## src/logic/uart_defs.svh

```systemverilog
// Purpose: Offsets, field positions, reset values and timing counts of the async serial block
// Assumes: 24 MHz system clock, 32-bit plain register port
// Notes: Definitions only
`ifndef UART_DEFS_SVH
`define UART_DEFS_SVH
`define OFS_MODE 8'h00
`define OFS_INTDIV 8'h04
`define OFS_FRAC 8'h08
`define OFS_CFG 8'h0c
`define OFS_DATA 8'h10
`define OFS_STAT 8'h14
`define MODE_ASYNC 2'h1
`define CFG_RTS 0
`define CFG_8BIT 1
`define CFG_2STP 2
`define CFG_PAR 3
`define CFG_ODD 4
`define CFG_FLOW 5
`define CFG_AUTO 6
`define INTDIV_RESET 16'h0068
`define INTDIV_MIN 16'h0008
`define FIFO_DEPTH 3'h4
`define RTS_ROOM 3'h2
`define FILTER_LEN 3'h3
`endif

```

## src/logic/uart_pkg.sv

```systemverilog
// Purpose: Types of the async serial block
// Assumes: Nothing
// Notes: Shared by the design and the bench
package uart_pkg;
  typedef enum logic [2:0] {
    TX_IDLE = 3'b000,
    TX_START = 3'b001,
    TX_DATA = 3'b010,
    TX_PAR = 3'b011,
    TX_STOP = 3'b100
  } tx_state_e;
  typedef enum logic [2:0] {
    RX_IDLE = 3'b000,
    RX_START = 3'b001,
    RX_DATA = 3'b010,
    RX_PAR = 3'b011,
    RX_STOP = 3'b100
  } rx_state_e;
endpackage : uart_pkg

```

## src/logic/serial_uart_frame_baud.sv

```systemverilog
// Purpose: Async serial transmitter and receiver with fractional bit-rate generator
// Assumes: Registers on a plain strobe port; read data one cycle after the read strobe
// Notes: Bit period is 2N cycles of the system clock, plus one on alternate bits when F is set; status word shows fifo levels, busy and overrun
// Contract
// RULE1: Block runs only while mode register holds 1.
// RULE2: Bit clock is system clock divided by 2N+F; the code divides by 2N and adds the one clock of F on alternate bits only.
// RULE3: N from integer divisor register, F from fraction register.
// RULE4: Software keeps N at 8 or above.
// RULE5: Divisor range covers 300 bps up to 921.6 kbps.
// RULE6: N=104,F=0 gives 115200; N=312,F=1 gives 38400 nominally.
// RULE7: Width bit clear gives 7 data bits, set gives 8.
// RULE8: Transmitter sends one stop bit, or two when selected.
// RULE9: Receiver needs only one stop bit.
// RULE10: Parity bit present in both directions only when enabled.
// RULE11: Even parity is XOR of data, odd its inverse.
// RULE12: Frame is start, data LSB first, parity, stop bits.
// RULE13: Frame spans 9 to 12 bit periods.
// RULE14: Lines idle high; start bit is low.
// RULE15: Receiver rejects short low glitches as false starts.
// RULE16: Receiver flags parity and framing errors.
// RULE17: Request output means room to receive; clear input gates sending.
// RULE18: Handshake pins matter only with flow control enabled.
// RULE19: With flow, new character starts only while clear is low.
// RULE20: Auto request is low while receive buffer has room for two.
// RULE21: Without auto, request level follows a software bit.
// RULE22: Transmit and receive buffers hold four characters each.
// RULE23: Receiver samples bit centres, resynchronising on each start edge.
// RULE24: Fraction bit lengthens alternate bit periods by one clock.
`timescale 1ns/1ps
`default_nettype none
`include "uart_defs.svh"
module serial_uart_frame_baud
  import uart_pkg::*;
(
  input wire logic clock,
  input wire logic resetn,
  input wire logic [7:0] address,
  input wire logic [31:0] write_data,
  input wire logic write_strobe,
  input wire logic read_strobe,
  output logic [31:0] read_data,
  output logic serial_tx,
  input wire logic serial_rx,
  output logic request_to_send_n,
  input wire logic clear_to_send_n
);
  logic [1:0] serial_mode_select;
  logic [15:0] bitrate_integer_divisor;
  logic bitrate_fraction_divisor;
  logic [6:0] async_frame_config;
  logic [7:0] tx_mem [4];
  logic [1:0] tx_wp, tx_rp;
  logic [2:0] tx_cnt;
  logic [9:0] rx_mem [4];
  logic [1:0] rx_wp, rx_rp;
  logic [2:0] rx_cnt;
  logic overrun;
  tx_state_e tx_state;
  logic [16:0] tx_tick;
  logic tx_alt;
  logic [2:0] tx_bit;
  logic [7:0] tx_shift;
  logic tx_second_stop;
  rx_state_e rx_state;
  logic [16:0] rx_tick;
  logic rx_alt;
  logic [2:0] rx_bit;
  logic [7:0] rx_shift;
  logic rx_par_err;
  logic [2:0] rx_low;
  logic enabled, eight_data_bits_sel, two_stop_bits_sel, parity_enable_bit, odd_parity_sel;
  logic handshake_enable, auto_request_enable, soft_request_level;
  logic wr_data, rd_data, tx_pop, rx_push, rx_full_drop;
  logic tx_end, rx_end;

  assign enabled = serial_mode_select == `MODE_ASYNC; // see RULE1
  assign eight_data_bits_sel = async_frame_config[`CFG_8BIT];
  assign two_stop_bits_sel = async_frame_config[`CFG_2STP];
  assign parity_enable_bit = async_frame_config[`CFG_PAR];
  assign odd_parity_sel = async_frame_config[`CFG_ODD];
  assign handshake_enable = async_frame_config[`CFG_FLOW];
  assign auto_request_enable = async_frame_config[`CFG_AUTO];
  assign soft_request_level = async_frame_config[`CFG_RTS];

  // Length of one bit: 2N, plus one on alternate bits when F is set
  function automatic logic [16:0] bit_len(input logic alt);
    bit_len = {bitrate_integer_divisor, 1'b0} + {16'h0000, bitrate_fraction_divisor & alt}; // see RULE2 see RULE24
  endfunction : bit_len

  // Parity over 7 or 8 data bits
  function automatic logic parity_of(input logic [7:0] d);
    parity_of = ^(eight_data_bits_sel ? d : {1'b0, d[6:0]}) ^ odd_parity_sel; // see RULE11
  endfunction : parity_of

  assign wr_data = write_strobe && address == `OFS_DATA;
  assign rd_data = read_strobe && address == `OFS_DATA;

  always_ff @(posedge clock or negedge resetn) begin
    if (!resetn) begin
      serial_mode_select <= 2'h0;
      bitrate_integer_divisor <= `INTDIV_RESET; // see RULE6
      bitrate_fraction_divisor <= 1'b0;
      async_frame_config <= 7'h00;
    end else if (write_strobe) begin
      unique case (address)
        `OFS_MODE: serial_mode_select <= write_data[1:0];
        `OFS_INTDIV: bitrate_integer_divisor <= write_data[15:0]; // see RULE3 see RULE5
        `OFS_FRAC: bitrate_fraction_divisor <= write_data[0]; // see RULE3
        `OFS_CFG: async_frame_config <= write_data[6:0];
        default: ;
      endcase
    end
  end

  always_ff @(posedge clock or negedge resetn) begin
    if (!resetn) begin
      read_data <= 32'h0000_0000;
    end else if (read_strobe) begin
      unique case (address)
        `OFS_MODE: read_data <= {30'h0, serial_mode_select};
        `OFS_INTDIV: read_data <= {16'h0, bitrate_integer_divisor};
        `OFS_FRAC: read_data <= {31'h0, bitrate_fraction_divisor};
        `OFS_CFG: read_data <= {25'h0, async_frame_config};
        `OFS_DATA: read_data <= rx_cnt != 3'h0 ? {22'h0, rx_mem[rx_rp]} : 32'h0;
        `OFS_STAT: read_data <= {24'h0, overrun, tx_state != TX_IDLE, rx_cnt, tx_cnt};
        default: read_data <= 32'h0000_0000;
      endcase
    end else begin
      read_data <= 32'h0000_0000;
    end
  end

  // Transmit buffer; writes to a full buffer are dropped
  assign tx_pop = enabled && tx_state == TX_IDLE && tx_cnt != 3'h0
    && (!handshake_enable || !clear_to_send_n); // see RULE19 see RULE18
  always_ff @(posedge clock or negedge resetn) begin
    if (!resetn) begin
      tx_wp <= 2'h0;
      tx_rp <= 2'h0;
      tx_cnt <= 3'h0;
    end else begin
      if (wr_data && tx_cnt != `FIFO_DEPTH) begin
        tx_mem[tx_wp] <= write_data[7:0]; // see RULE22
        tx_wp <= tx_wp + 2'h1;
      end
      if (tx_pop) tx_rp <= tx_rp + 2'h1;
      tx_cnt <= tx_cnt + {2'h0, wr_data && tx_cnt != `FIFO_DEPTH} - {2'h0, tx_pop};
    end
  end

  // Transmitter
  assign tx_end = tx_tick == 17'h0;
  always_ff @(posedge clock or negedge resetn) begin
    if (!resetn) begin
      tx_state <= TX_IDLE;
      tx_tick <= 17'h0;
      tx_alt <= 1'b0;
      tx_bit <= 3'h0;
      tx_shift <= 8'h00;
      tx_second_stop <= 1'b0;
      serial_tx <= 1'b1;
    end else if (!enabled) begin
      tx_state <= TX_IDLE;
      serial_tx <= 1'b1; // see RULE14
    end else begin
      if (tx_state != TX_IDLE) tx_tick <= tx_end ? bit_len(!tx_alt) - 17'h1 : tx_tick - 17'h1;
      if (tx_state != TX_IDLE && tx_end) tx_alt <= !tx_alt; // see RULE24
      unique case (tx_state)
        TX_IDLE: if (tx_pop) begin
          tx_shift <= tx_mem[tx_rp];
          tx_state <= TX_START;
          tx_tick <= bit_len(tx_alt) - 17'h1;
          serial_tx <= 1'b0; // see RULE14 see RULE12
        end
        TX_START: if (tx_end) begin
          tx_state <= TX_DATA;
          tx_bit <= 3'h0;
          serial_tx <= tx_shift[0]; // see RULE12
        end
        TX_DATA: if (tx_end) begin
          if (tx_bit == {2'h3, eight_data_bits_sel}) begin // see RULE7
            tx_state <= parity_enable_bit ? TX_PAR : TX_STOP; // see RULE10
            serial_tx <= parity_enable_bit ? parity_of(tx_shift) : 1'b1;
            tx_second_stop <= two_stop_bits_sel;
          end else begin
            tx_bit <= tx_bit + 3'h1;
            serial_tx <= tx_shift[tx_bit + 3'h1];
          end
        end
        TX_PAR: if (tx_end) begin
          tx_state <= TX_STOP;
          serial_tx <= 1'b1;
        end
        TX_STOP: if (tx_end) begin
          if (tx_second_stop) tx_second_stop <= 1'b0; // see RULE8 see RULE13
          else tx_state <= TX_IDLE;
        end
        default: tx_state <= TX_IDLE;
      endcase
    end
  end

  // Receiver: a start must stay low for several cycles, then is checked again at mid-bit
  assign rx_end = rx_tick == 17'h0;
  always_ff @(posedge clock or negedge resetn) begin
    if (!resetn) begin
      rx_state <= RX_IDLE;
      rx_tick <= 17'h0;
      rx_alt <= 1'b0;
      rx_bit <= 3'h0;
      rx_shift <= 8'h00;
      rx_par_err <= 1'b0;
      rx_low <= 3'h0;
    end else if (!enabled) begin
      rx_state <= RX_IDLE;
      rx_low <= 3'h0;
    end else begin
      if (rx_state != RX_IDLE) rx_tick <= rx_end ? bit_len(!rx_alt) - 17'h1 : rx_tick - 17'h1;
      if (rx_state != RX_IDLE && rx_end) rx_alt <= !rx_alt;
      unique case (rx_state)
        RX_IDLE: begin
          rx_low <= serial_rx ? 3'h0 : rx_low + 3'h1; // see RULE15
          if (!serial_rx && rx_low == `FILTER_LEN - 3'h1) begin
            rx_state <= RX_START; // see RULE23
            rx_tick <= {1'b0, bitrate_integer_divisor} - {14'h0, `FILTER_LEN} - 17'h1;
            rx_alt <= 1'b0;
          end
        end
        RX_START: if (rx_end) begin
          rx_low <= 3'h0;
          if (serial_rx) rx_state <= RX_IDLE; // see RULE15
          else begin
            rx_state <= RX_DATA;
            rx_bit <= 3'h0;
            rx_shift <= 8'h00;
          end
        end
        RX_DATA: if (rx_end) begin
          rx_shift[rx_bit] <= serial_rx; // see RULE12
          if (rx_bit == {2'h3, eight_data_bits_sel}) rx_state <= parity_enable_bit ? RX_PAR : RX_STOP;
          else rx_bit <= rx_bit + 3'h1;
          rx_par_err <= 1'b0;
        end
        RX_PAR: if (rx_end) begin
          rx_par_err <= serial_rx != parity_of(rx_shift); // see RULE16 see RULE10
          rx_state <= RX_STOP;
        end
        RX_STOP: if (rx_end) rx_state <= RX_IDLE; // see RULE9
        default: rx_state <= RX_IDLE;
      endcase
    end
  end

  // Receive buffer holds data with parity and frame flags
  assign rx_push = enabled && rx_state == RX_STOP && rx_end && rx_cnt != `FIFO_DEPTH;
  assign rx_full_drop = enabled && rx_state == RX_STOP && rx_end && rx_cnt == `FIFO_DEPTH;
  always_ff @(posedge clock or negedge resetn) begin
    if (!resetn) begin
      rx_wp <= 2'h0;
      rx_rp <= 2'h0;
      rx_cnt <= 3'h0;
      overrun <= 1'b0;
    end else begin
      if (rx_push) begin
        rx_mem[rx_wp] <= {!serial_rx, rx_par_err, rx_shift}; // see RULE16 see RULE22
        rx_wp <= rx_wp + 2'h1;
      end
      if (rd_data && rx_cnt != 3'h0) rx_rp <= rx_rp + 2'h1;
      rx_cnt <= rx_cnt + {2'h0, rx_push} - {2'h0, rd_data && rx_cnt != 3'h0};
      // Set wins over the clear by a status read
      if (rx_full_drop) overrun <= 1'b1;
      else if (read_strobe && address == `OFS_STAT) overrun <= 1'b0;
    end
  end

  // Request output: hardware or software level, idle high without flow control
  always_ff @(posedge clock or negedge resetn) begin
    if (!resetn) request_to_send_n <= 1'b1;
    else if (!handshake_enable) request_to_send_n <= 1'b1; // see RULE18
    else if (auto_request_enable) request_to_send_n <= !(`FIFO_DEPTH - rx_cnt >= `RTS_ROOM); // see RULE20 see RULE17
    else request_to_send_n <= soft_request_level; // see RULE21
  end

  a_tx_idle_high: assert property (@(posedge clock) disable iff (!resetn)
    !enabled |=> serial_tx) else $error("tx not idle high"); // see RULE14
  a_cts_gates_start: assert property (@(posedge clock) disable iff (!resetn)
    tx_state == TX_IDLE && handshake_enable && clear_to_send_n |=> tx_state == TX_IDLE)
    else $error("started while clear high"); // see RULE19
  a_start_low: assert property (@(posedge clock) disable iff (!resetn)
    tx_state == TX_IDLE ##1 tx_state == TX_START |-> !serial_tx) else $error("start not low"); // see RULE12
  a_auto_rts: assert property (@(posedge clock) disable iff (!resetn)
    handshake_enable && auto_request_enable && rx_cnt >= 3'h3 && $stable(async_frame_config) |=> request_to_send_n)
    else $error("rts low with no room"); // see RULE20
  a_soft_rts: assert property (@(posedge clock) disable iff (!resetn)
    handshake_enable && !auto_request_enable |=> request_to_send_n == $past(soft_request_level))
    else $error("rts not software level"); // see RULE21
  a_glitch_reject: assert property (@(posedge clock) disable iff (!resetn)
    rx_state == RX_IDLE && serial_rx |=> rx_state == RX_IDLE) else $error("start on high line"); // see RULE15
  a_stop_high: assert property (@(posedge clock) disable iff (!resetn)
    tx_state == TX_STOP |-> serial_tx) else $error("stop bit low"); // see RULE8
  a_rx_depth: assert property (@(posedge clock) disable iff (!resetn)
    rx_cnt <= `FIFO_DEPTH && tx_cnt <= `FIFO_DEPTH) else $error("buffer overfilled"); // see RULE22
  c_tx_frame: cover property (@(posedge clock) tx_state == TX_STOP ##1 tx_state == TX_IDLE);
  c_rx_push: cover property (@(posedge clock) rx_push);
  c_overrun: cover property (@(posedge clock) rx_full_drop);
  c_par_err: cover property (@(posedge clock) rx_push && rx_par_err);
endmodule : serial_uart_frame_baud
`default_nettype wire

```

## config.mk

```make
export PLATFORM = sky130hd
export DESIGN_NAME = serial_uart_frame_baud
export DESIGN_NICKNAME = d
export VERILOG_FILES = /design/src/logic/uart_pkg.sv /design/src/logic/serial_uart_frame_baud.sv
export VERILOG_INCLUDE_DIRS = /design/src /design/src/logic
export SDC_FILE = /design/constraint.sdc
export NUM_CORES = 1
export LEC_CHECK = 0
export ABC_AREA = 0
export BUFFER_PORTS_ARGS = -buffer_cell sky130_fd_sc_hd__buf_4
export CAP_MARGIN = 40
export CORE_AREA = 5 5 162 164
export DETAILED_ROUTE_END_ITERATION = 8
export DIE_AREA = 0 0 167 169
export MAX_ROUTING_LAYER = met4
export PLACE_DENSITY = 0.66
export SETUP_SLACK_MARGIN = 0.4
export SYNTH_ARGS = -nofsm -noshare
export SYNTH_HDL_FRONTEND = slang
export SYNTH_SLANG_ARGS = --single-unit
export TNS_END_PERCENT = 30
```

## constraint.sdc

```tcl
create_clock -name clock -period 3.39 [get_ports clock]
set_input_delay 0.339 -clock clock [delete_from_list [all_inputs] [get_ports clock]]
set_output_delay 0.339 -clock clock [all_outputs]
set_load 0.02 [all_outputs]
```

==> results of run 1 <==
registers in the layout, summed over array words and instances (netlist names), 7 cells and up:
name / cells
async_frame_config: 7
bitrate_integer_divisor: 16
read_data: 16
rx_mem: 40
rx_shift: 8
rx_tick: 17
tx_mem: 32
tx_shift: 8
tx_tick: 17
layout make-up:
cell class | instances | area, sq um | area share
inverters | 32 | 120 | 0.00990
multi-input cells | 713 | 5090 | 0.420
well taps | 330 | 413 | 0.0340
clock inverters | 15 | 204 | 0.0168
clock buffers | 17 | 425 | 0.0351
repair buffers | 67 | 509 | 0.0420
flip-flops and latches | 200 | 5370 | 0.443
power groups by stage:
stage                     combinational (mW)  sequential, mW  clock [mW]
final                                   1.23            3.02        2.13
after global routing                    1.37            3.06        2.28
after CTS                               1.24            3.02        2.18
after detailed placement                1.23            3.07           0
after global placement                  1.20            3.06           0
after floorplan                         1.05            2.91           0
how the worst max path moves through the flow:
| stage | startpoint | endpoint | slack (ps) | depth (start not counted) |
|---|---|---|---|---|
| after floorplan | rx_tick[5] | rx_cnt[2] | 550 | 7 |
| after global placement | address[5] | tx_cnt[2] | 560 | 11 |
| after detailed placement | address[5] | tx_cnt[2] | 540 | 11 |
| after CTS | bitrate_integer_divisor[3] | tx_tick[11] | 530 | 8 |
| after global routing | rx_tick[0] | rx_cnt[2] | 410 | 10 |
| final | bitrate_integer_divisor[3] | tx_tick[15] | 600 | 8 |
placed cells by master, fill, tap and decap left out, types with 17 or more instances in the layout:
| cell | synthesis | final |
|---|---|---|
| a21oi_1 | 28 | 28 |
| a22oi_1 | 21 | 21 |
| and3_1 | 18 | 18 |
| buf_4 | 18 | 65 |
| clkbuf_16 | 0 | 17 |
| dfrtp_1 | 123 | 123 |
| edfxtp_1 | 72 | 72 |
| ha_1 | 27 | 27 |
| inv_1 | 31 | 31 |
| mux2_2 | 28 | 28 |
| mux4_2 | 21 | 21 |
| nand2_1 | 106 | 106 |
| nand3_1 | 26 | 26 |
| nor2_1 | 70 | 70 |
| nor3_1 | 23 | 23 |
| o21ai_0 | 45 | 45 |
| xnor2_1 | 68 | 68 |
| xor2_1 | 36 | 36 |
repair_timing:
| item | CTS | global route |
|---|---|---|
| endpoints found under the setup margin | 0 | 2 |
| endpoints found under the hold margin | 23 | 0 |
| hold buffers | 1 | 0 |
| gates resized for setup | 0 | 1 |
| buffers inserted | 0 | 0 |
per-stage QoR:
step | power (mW) | cell area, sq um | hold slack, ps | worst slack [ps] | util
floorplan | 3.97 | 10900 | 43.4 | 548 | -
finish | 6.39 | 12100 | 119 | 595 | 0.490
global placement | 4.26 | 11500 | 238 | 562 | 0.464
CTS | 6.43 | 12100 | 101 | 531 | 0.490
global route | 6.72 | 12100 | 108 | 412 | 0.490
detailed placement | 4.29 | 11500 | 250 | 541 | 0.464
cell families (layout without fill, tap and decap cells):
family | after synthesis | after routing
mux | 53 | 53
flops | 200 | 200
buf+inv | 101 | 131
fa+ha+maj | 29 | 29
simple gates | 327 | 327
xor+xnor | 104 | 104
other cells | 1 | 16
compound gates | 184 | 184
routing by layer:
| layer | part of all wire | track usage | vias up | wire, microns |
|---|---|---|---|---|
| met2 | 0.48 | 0.303 | 224 | 12600 |
| met1 | 0.45 | 0.265 | 3830 | 11900 |
| met3 | 0.043 | 0.0262 | 30 | 1140 |
| met4 | 0.020 | 0.0580 | 0 | 514 |
| met5 | 0 | - | - | 0 |
| li1 | - | - | 3671 | - |
==> out/qor.yml, run 1 <==
floorplan:
  io_pins: 80
  core_sq_um: 24700
  die-area_sq_um: 28200
  initial_utilization: 0.439
  die_x_microns: 167
  die_h_microns: 169
  num_rows: 58
critical_path:
  r2r_start: "bitrate_integer_divisor[3]"
  start_kind: "flip-flop"
  worst-path-max-fanout: 8
  required_ps: 3710
  cp_cell_sequence: "inv_1 > ha_1 > or4b_2 > nor3_2 > nand3_1 > xnor2_1 > a22oi_1 > o21ai_0"
  timing.rr.end: "tx_tick[15]"
  critical_path.top_delay_family: "simple AND/OR/NAND/NOR gates"
  critPathCaptureType: "flip-flop"
  timing.reg2reg.setup_slack_ps: 600
  crit_slowest_cell: "or4b_2"
  r2r.worst_path.cells: 8
  slowest_delay_ps: 690
  critPathKind: "reg -> reg"
  crit_arrival_ps: 3120
  cp_num_buf_inv: 1
place:
  place_inst: 1341
  gp_congestion: 0.907
  dp_hpwl_microns: 18800
  io_buffers: 47
cts:
  clk_latency_ps: 450
  clkTransAtPathRegs_ps: 80
  cts_buffers: 17
  clockRootBuffer: "clkbuf_16"
  cts.sinks: 200
  cts_tree: "done"
  htree_num_levels: 4
  clockBufferDepth: 2
global_route:
  grt_pass1_vias: 7538
  gr-usage-all-layers: 0.193
  grt_max_degree: 63
  grt_pass1_wl_microns: 42200
  antenna_found_initial: 0
  grt_remaining_overflow: 0
yosys:
  yosys.area.top_type: "dfrtp_1"
  muxShareOfSynthArea: 0.0763
  async_reset_ff_frac: 0.640
  synthTopCellsByCount: "123 x dfrtp_1, 106 x nand2_1, 72 x edfxtp_1"
  yosys.area_share.xor_xnor: 0.0839
  synth_edf_count: 72
  synth_flop_cell: "dfrtp_1"
  syn_area_per_cell_sq_um: 10.9
  synth_area_leaders: "dfrtp_1 28%, edfxtp_1 20%, xnor2_1 5.5%, mux4_2 4.4%, nand2_1 3.7%"
  ys_types: 75
  synthAdderAreaFrac: 0.0348
  synthCells: 999
  yosysMostFrequentCell: "dfrtp_1"
  yosys.area_share.simple: 0.151
  synth_top_area_share: 0.284
  synth_top_family_by_area: "simple AND/OR/NAND/NOR gates"
  ys_seq_area_frac: 0.495
  synth_compound_area_frac: 0.117
  syn-cell-area_sq_um: 10900
  ys_seq_elements: 200
  yosysWarnings: 0
routing:
  first_iter_violations: 675
  avgViaCountPerCell: 5.64
  drt_pre_antenna_iters: 5
  num_vias: 7755
  routedWlPerCell_microns: 19.1
  drc_errors: 0
  ant_nets: 0
  wl_microns: 26200
timing:
  timing.final.hold_violations: 0
  period_share: 0.824
  setup-violations-final: 0
  slew_headroom: 0.468
  drv_slew: 0
  skew_ps: 14.7
  fmaxAchievable_mhz: 358
  period_needed_ps: 2790
  tightestPinTransition_ps: 798
  rsz0062_at_grt: "no"
  tns_ps: 0
power_and_ir_drop:
  p_int_mw: 4.35
  ir_drop_mv: 0.368
  p_per_area_nw_per_um2: 526
  switching_share: 0.319
  clkPwrFrac: 0.334
  leakagePower_nw: 4.95
  switching_power_mw: 2.04
  p_seq_frac: 0.473
  combinationalPowerShare: 0.193
final_layout:
  finalNonFillerCells: 1374
  fill_cells: 2235
  drive_gt1_frac: 0.165
  synthToLayoutAreaGrowth_pct: 11.8
  final_nets: 1106
  antenna_cells: 0
hold_path:
  holdPathStages: 1
  hold_path_end: "tx_mem[1][6]"
  holdCritPathClass: "in -> reg"
  min_from: "write_data[6]"
status:
  outcome: "completed"
run:
  max-cap-violations: 0
Note: power is estimated with default switching activity, not from simulation.
==> run 2: changes to the inputs <==
- PLACE_DENSITY: 0.66 -> 0.68
- clock period: 3.39 -> 2.3 ns (I/O delays scaled with it)
==> run 2 against run 1 <==
The flow now finishes with violations (negative setup slack). Clock-buffer cell count unchanged. Utilization increased by 7.3 points. Maximum frequency increased by 16%. Sequential cell count unchanged. Setup slack got worse by 700 ps. First-iteration DRC count decreased by 18%. Cell count increased by 9.0%. Critical endpoint is now tx_state[0].
==> out/qor.yml, run 2 (synthesis results as in run 1) <==
floorplan:
  num_rows: 58
  die_x_microns: 167
  die-area_sq_um: 28200
  die_h_microns: 169
  core_sq_um: 24700
  io_pins: 80
  initial_utilization: 0.439
hold_path:
  holdPathStages: 2
  holdCritPathClass: "in -> reg"
  min_from: "write_data[13]"
  hold_path_end: "bitrate_integer_divisor[13]"
critical_path:
  crit_slowest_cell: "or4_4"
  required_ps: 2650
  crit_arrival_ps: 2750
  timing.rr.end: "tx_state[0]"
  slowest_delay_ps: 530
  r2r_start: "tx_tick[10]"
  timing.reg2reg.setup_slack_ps: -100
  critPathCaptureType: "flip-flop"
  critPathKind: "reg -> reg"
  start_kind: "flip-flop"
  cp_cell_sequence: "or4_4 > or3_4 > or4_4 > buf_12 > o22ai_2 > nor2_2 > a2111oi_4"
  worst-path-max-fanout: 4
  crit_path_frequent_cell: "or4_4"
  r2r.worst_path.cells: 7
place:
  dpl_cell_area_sq_um: 12500
  io_buffers: 47
  place_inst: 1438
  dp_hpwl_microns: 20600
  gp_congestion: 0.950
status:
  outcome: "complete, but fails checks"
  failed_checks: "negative setup slack"
routing:
  ant_nets: 0
  routedWlPerCell_microns: 19.6
  drc_errors: 0
  first_iter_violations: 553
  avgViaCountPerCell: 5.69
  num_vias: 8511
  drt_pre_antenna_iters: 5
  wl_microns: 29300
final_layout:
  antenna_cells: 0
  top_regs: "rx_mem (40), tx_mem (32)"
  regArea_sq_um: 5380
  drive_gt1_frac: 0.355
  fill_cells: 2041
  mostFrequentLayoutCell: "buf_4"
  largest_register_ffs: 40
  regMostFlops: "rx_mem"
  final_nets: 1229
  synthToLayoutAreaGrowth_pct: 28.4
  finalNonFillerCells: 1497
  design_area_sq_um: 13900
  multiInputGateArea_sq_um: 5830
  layout_common_cells: "162 x buf_4, 120 x dfrtp_1, 89 x nand2_1"
power_and_ir_drop:
  leakagePower_nw: 5.79
  ir_drop_mv: 0.493
  total_power_mw: 10.1
  p_per_area_nw_per_um2: 728
global_route:
  grt_max_degree: 114
  gr-usage-all-layers: 0.212
  grt_pass1_wl_microns: 46300
  grt_pass1_vias: 8389
  antenna_found_initial: 0
  grt_remaining_overflow: 0
timing:
  timing.final.hold_violations: 0
  setup-violations-final: 13
  fmaxAchievable_mhz: 417
  slew_headroom: 0.545
  drv_slew: 0
  period_needed_ps: 2400
  hold_slack_ps: 11.5
  period_share: 1.04
  rsz0062_at_grt: "yes"
  setup_ws_ps: -101
  skew_ps: 13.7
  tns_ps: -596
  tightestPinTransition_ps: 682
cts:
  clk_latency_ps: 450
  cts.sinks: 200
  htree_num_levels: 4
  clockBufferDepth: 2
  clockRootBuffer: "clkbuf_16"
  cts_buffers: 17
  cts_tree: "done"
  clkTransAtPathRegs_ps: 90
run:
  max-cap-violations: 0
==> run 2: cell count changes in the layout (fill, tap and decap cells not counted), sizes merged <==
cell,delta
and3,+3
buf,+118
clkinv,+5
dlygate4sd3,+1
inv,-5
or4,+1
==> run 2: per-stage QoR <==
stage / utilization / setup WS, ps
after detailed placement: 0.504 / -226
after CTS: 0.551 / -88.0
final: 0.563 / -101
after global placement: 0.504 / -195
after floorplan: - / -160
after global routing: 0.563 / -187
==> run 2: worst max-delay path by stage <==
stage	start	endpoint	slack, ps	depth (start not counted)
2_1_floorplan	tx_tick[10]	tx_state[0]	-160	7
3_3_place_gp	address[5]	tx_cnt[2]	-190	11
3_5_place_dp	tx_tick[0]	tx_tick[12]	-230	8
4_1_cts	tx_tick[10]	tx_state[0]	-90	7
5_1_grt	tx_tick[10]	tx_state[0]	-190	7
6_report	tx_tick[10]	tx_state[0]	-100	7
==> run 2: cell type report <==
type                       count  area share
multi-input combinational    717       0.418
sequential                   200       0.385
timing repair buffer         186       0.111
clock buffer                  17      0.0305
tap                          330      0.0296
clock inverter                15      0.0161
inverter                      32     0.00933
==> run 2: layer usage <==
metal / part of all wire / track usage / vias to the layer above
met2: 0.49 / 0.339 / 295
met4: 0.028 / 0.0694 / 0
li1: - / - / 3923
met3: 0.059 / 0.0336 / 55
met1: 0.42 / 0.279 / 4238
met5: 0 / - / -
==> run 2: repair_timing <==
action | in CTS | in global routing
setup buffers | 17 | 4
hold endpoints to repair | 16 | 0
cloned | 1 | 3
hold buffers | 2 | 0
setup endpoints to repair | 101 | 113
resized for setup | 94 | 78
pin swaps | 71 | 64
==> run 2: worst max-delay path, delay by kind of cell, from the launching register on <==
family	cells	cell delay (ps)
DFF	1	380
buffers and inverters	1	170
and+or+nand+nor	4	1450
AOI/OAI and AO/OA	2	310
==> run 2: power by group <==
| part | internal [mW] | switching, mW | total [mW] |
|---|---|---|---|
| sequential | 3.97 | 0.347 | 4.32 |
| combinational | 1.33 | 1.30 | 2.64 |
| clock | 1.53 | 1.66 | 3.19 |
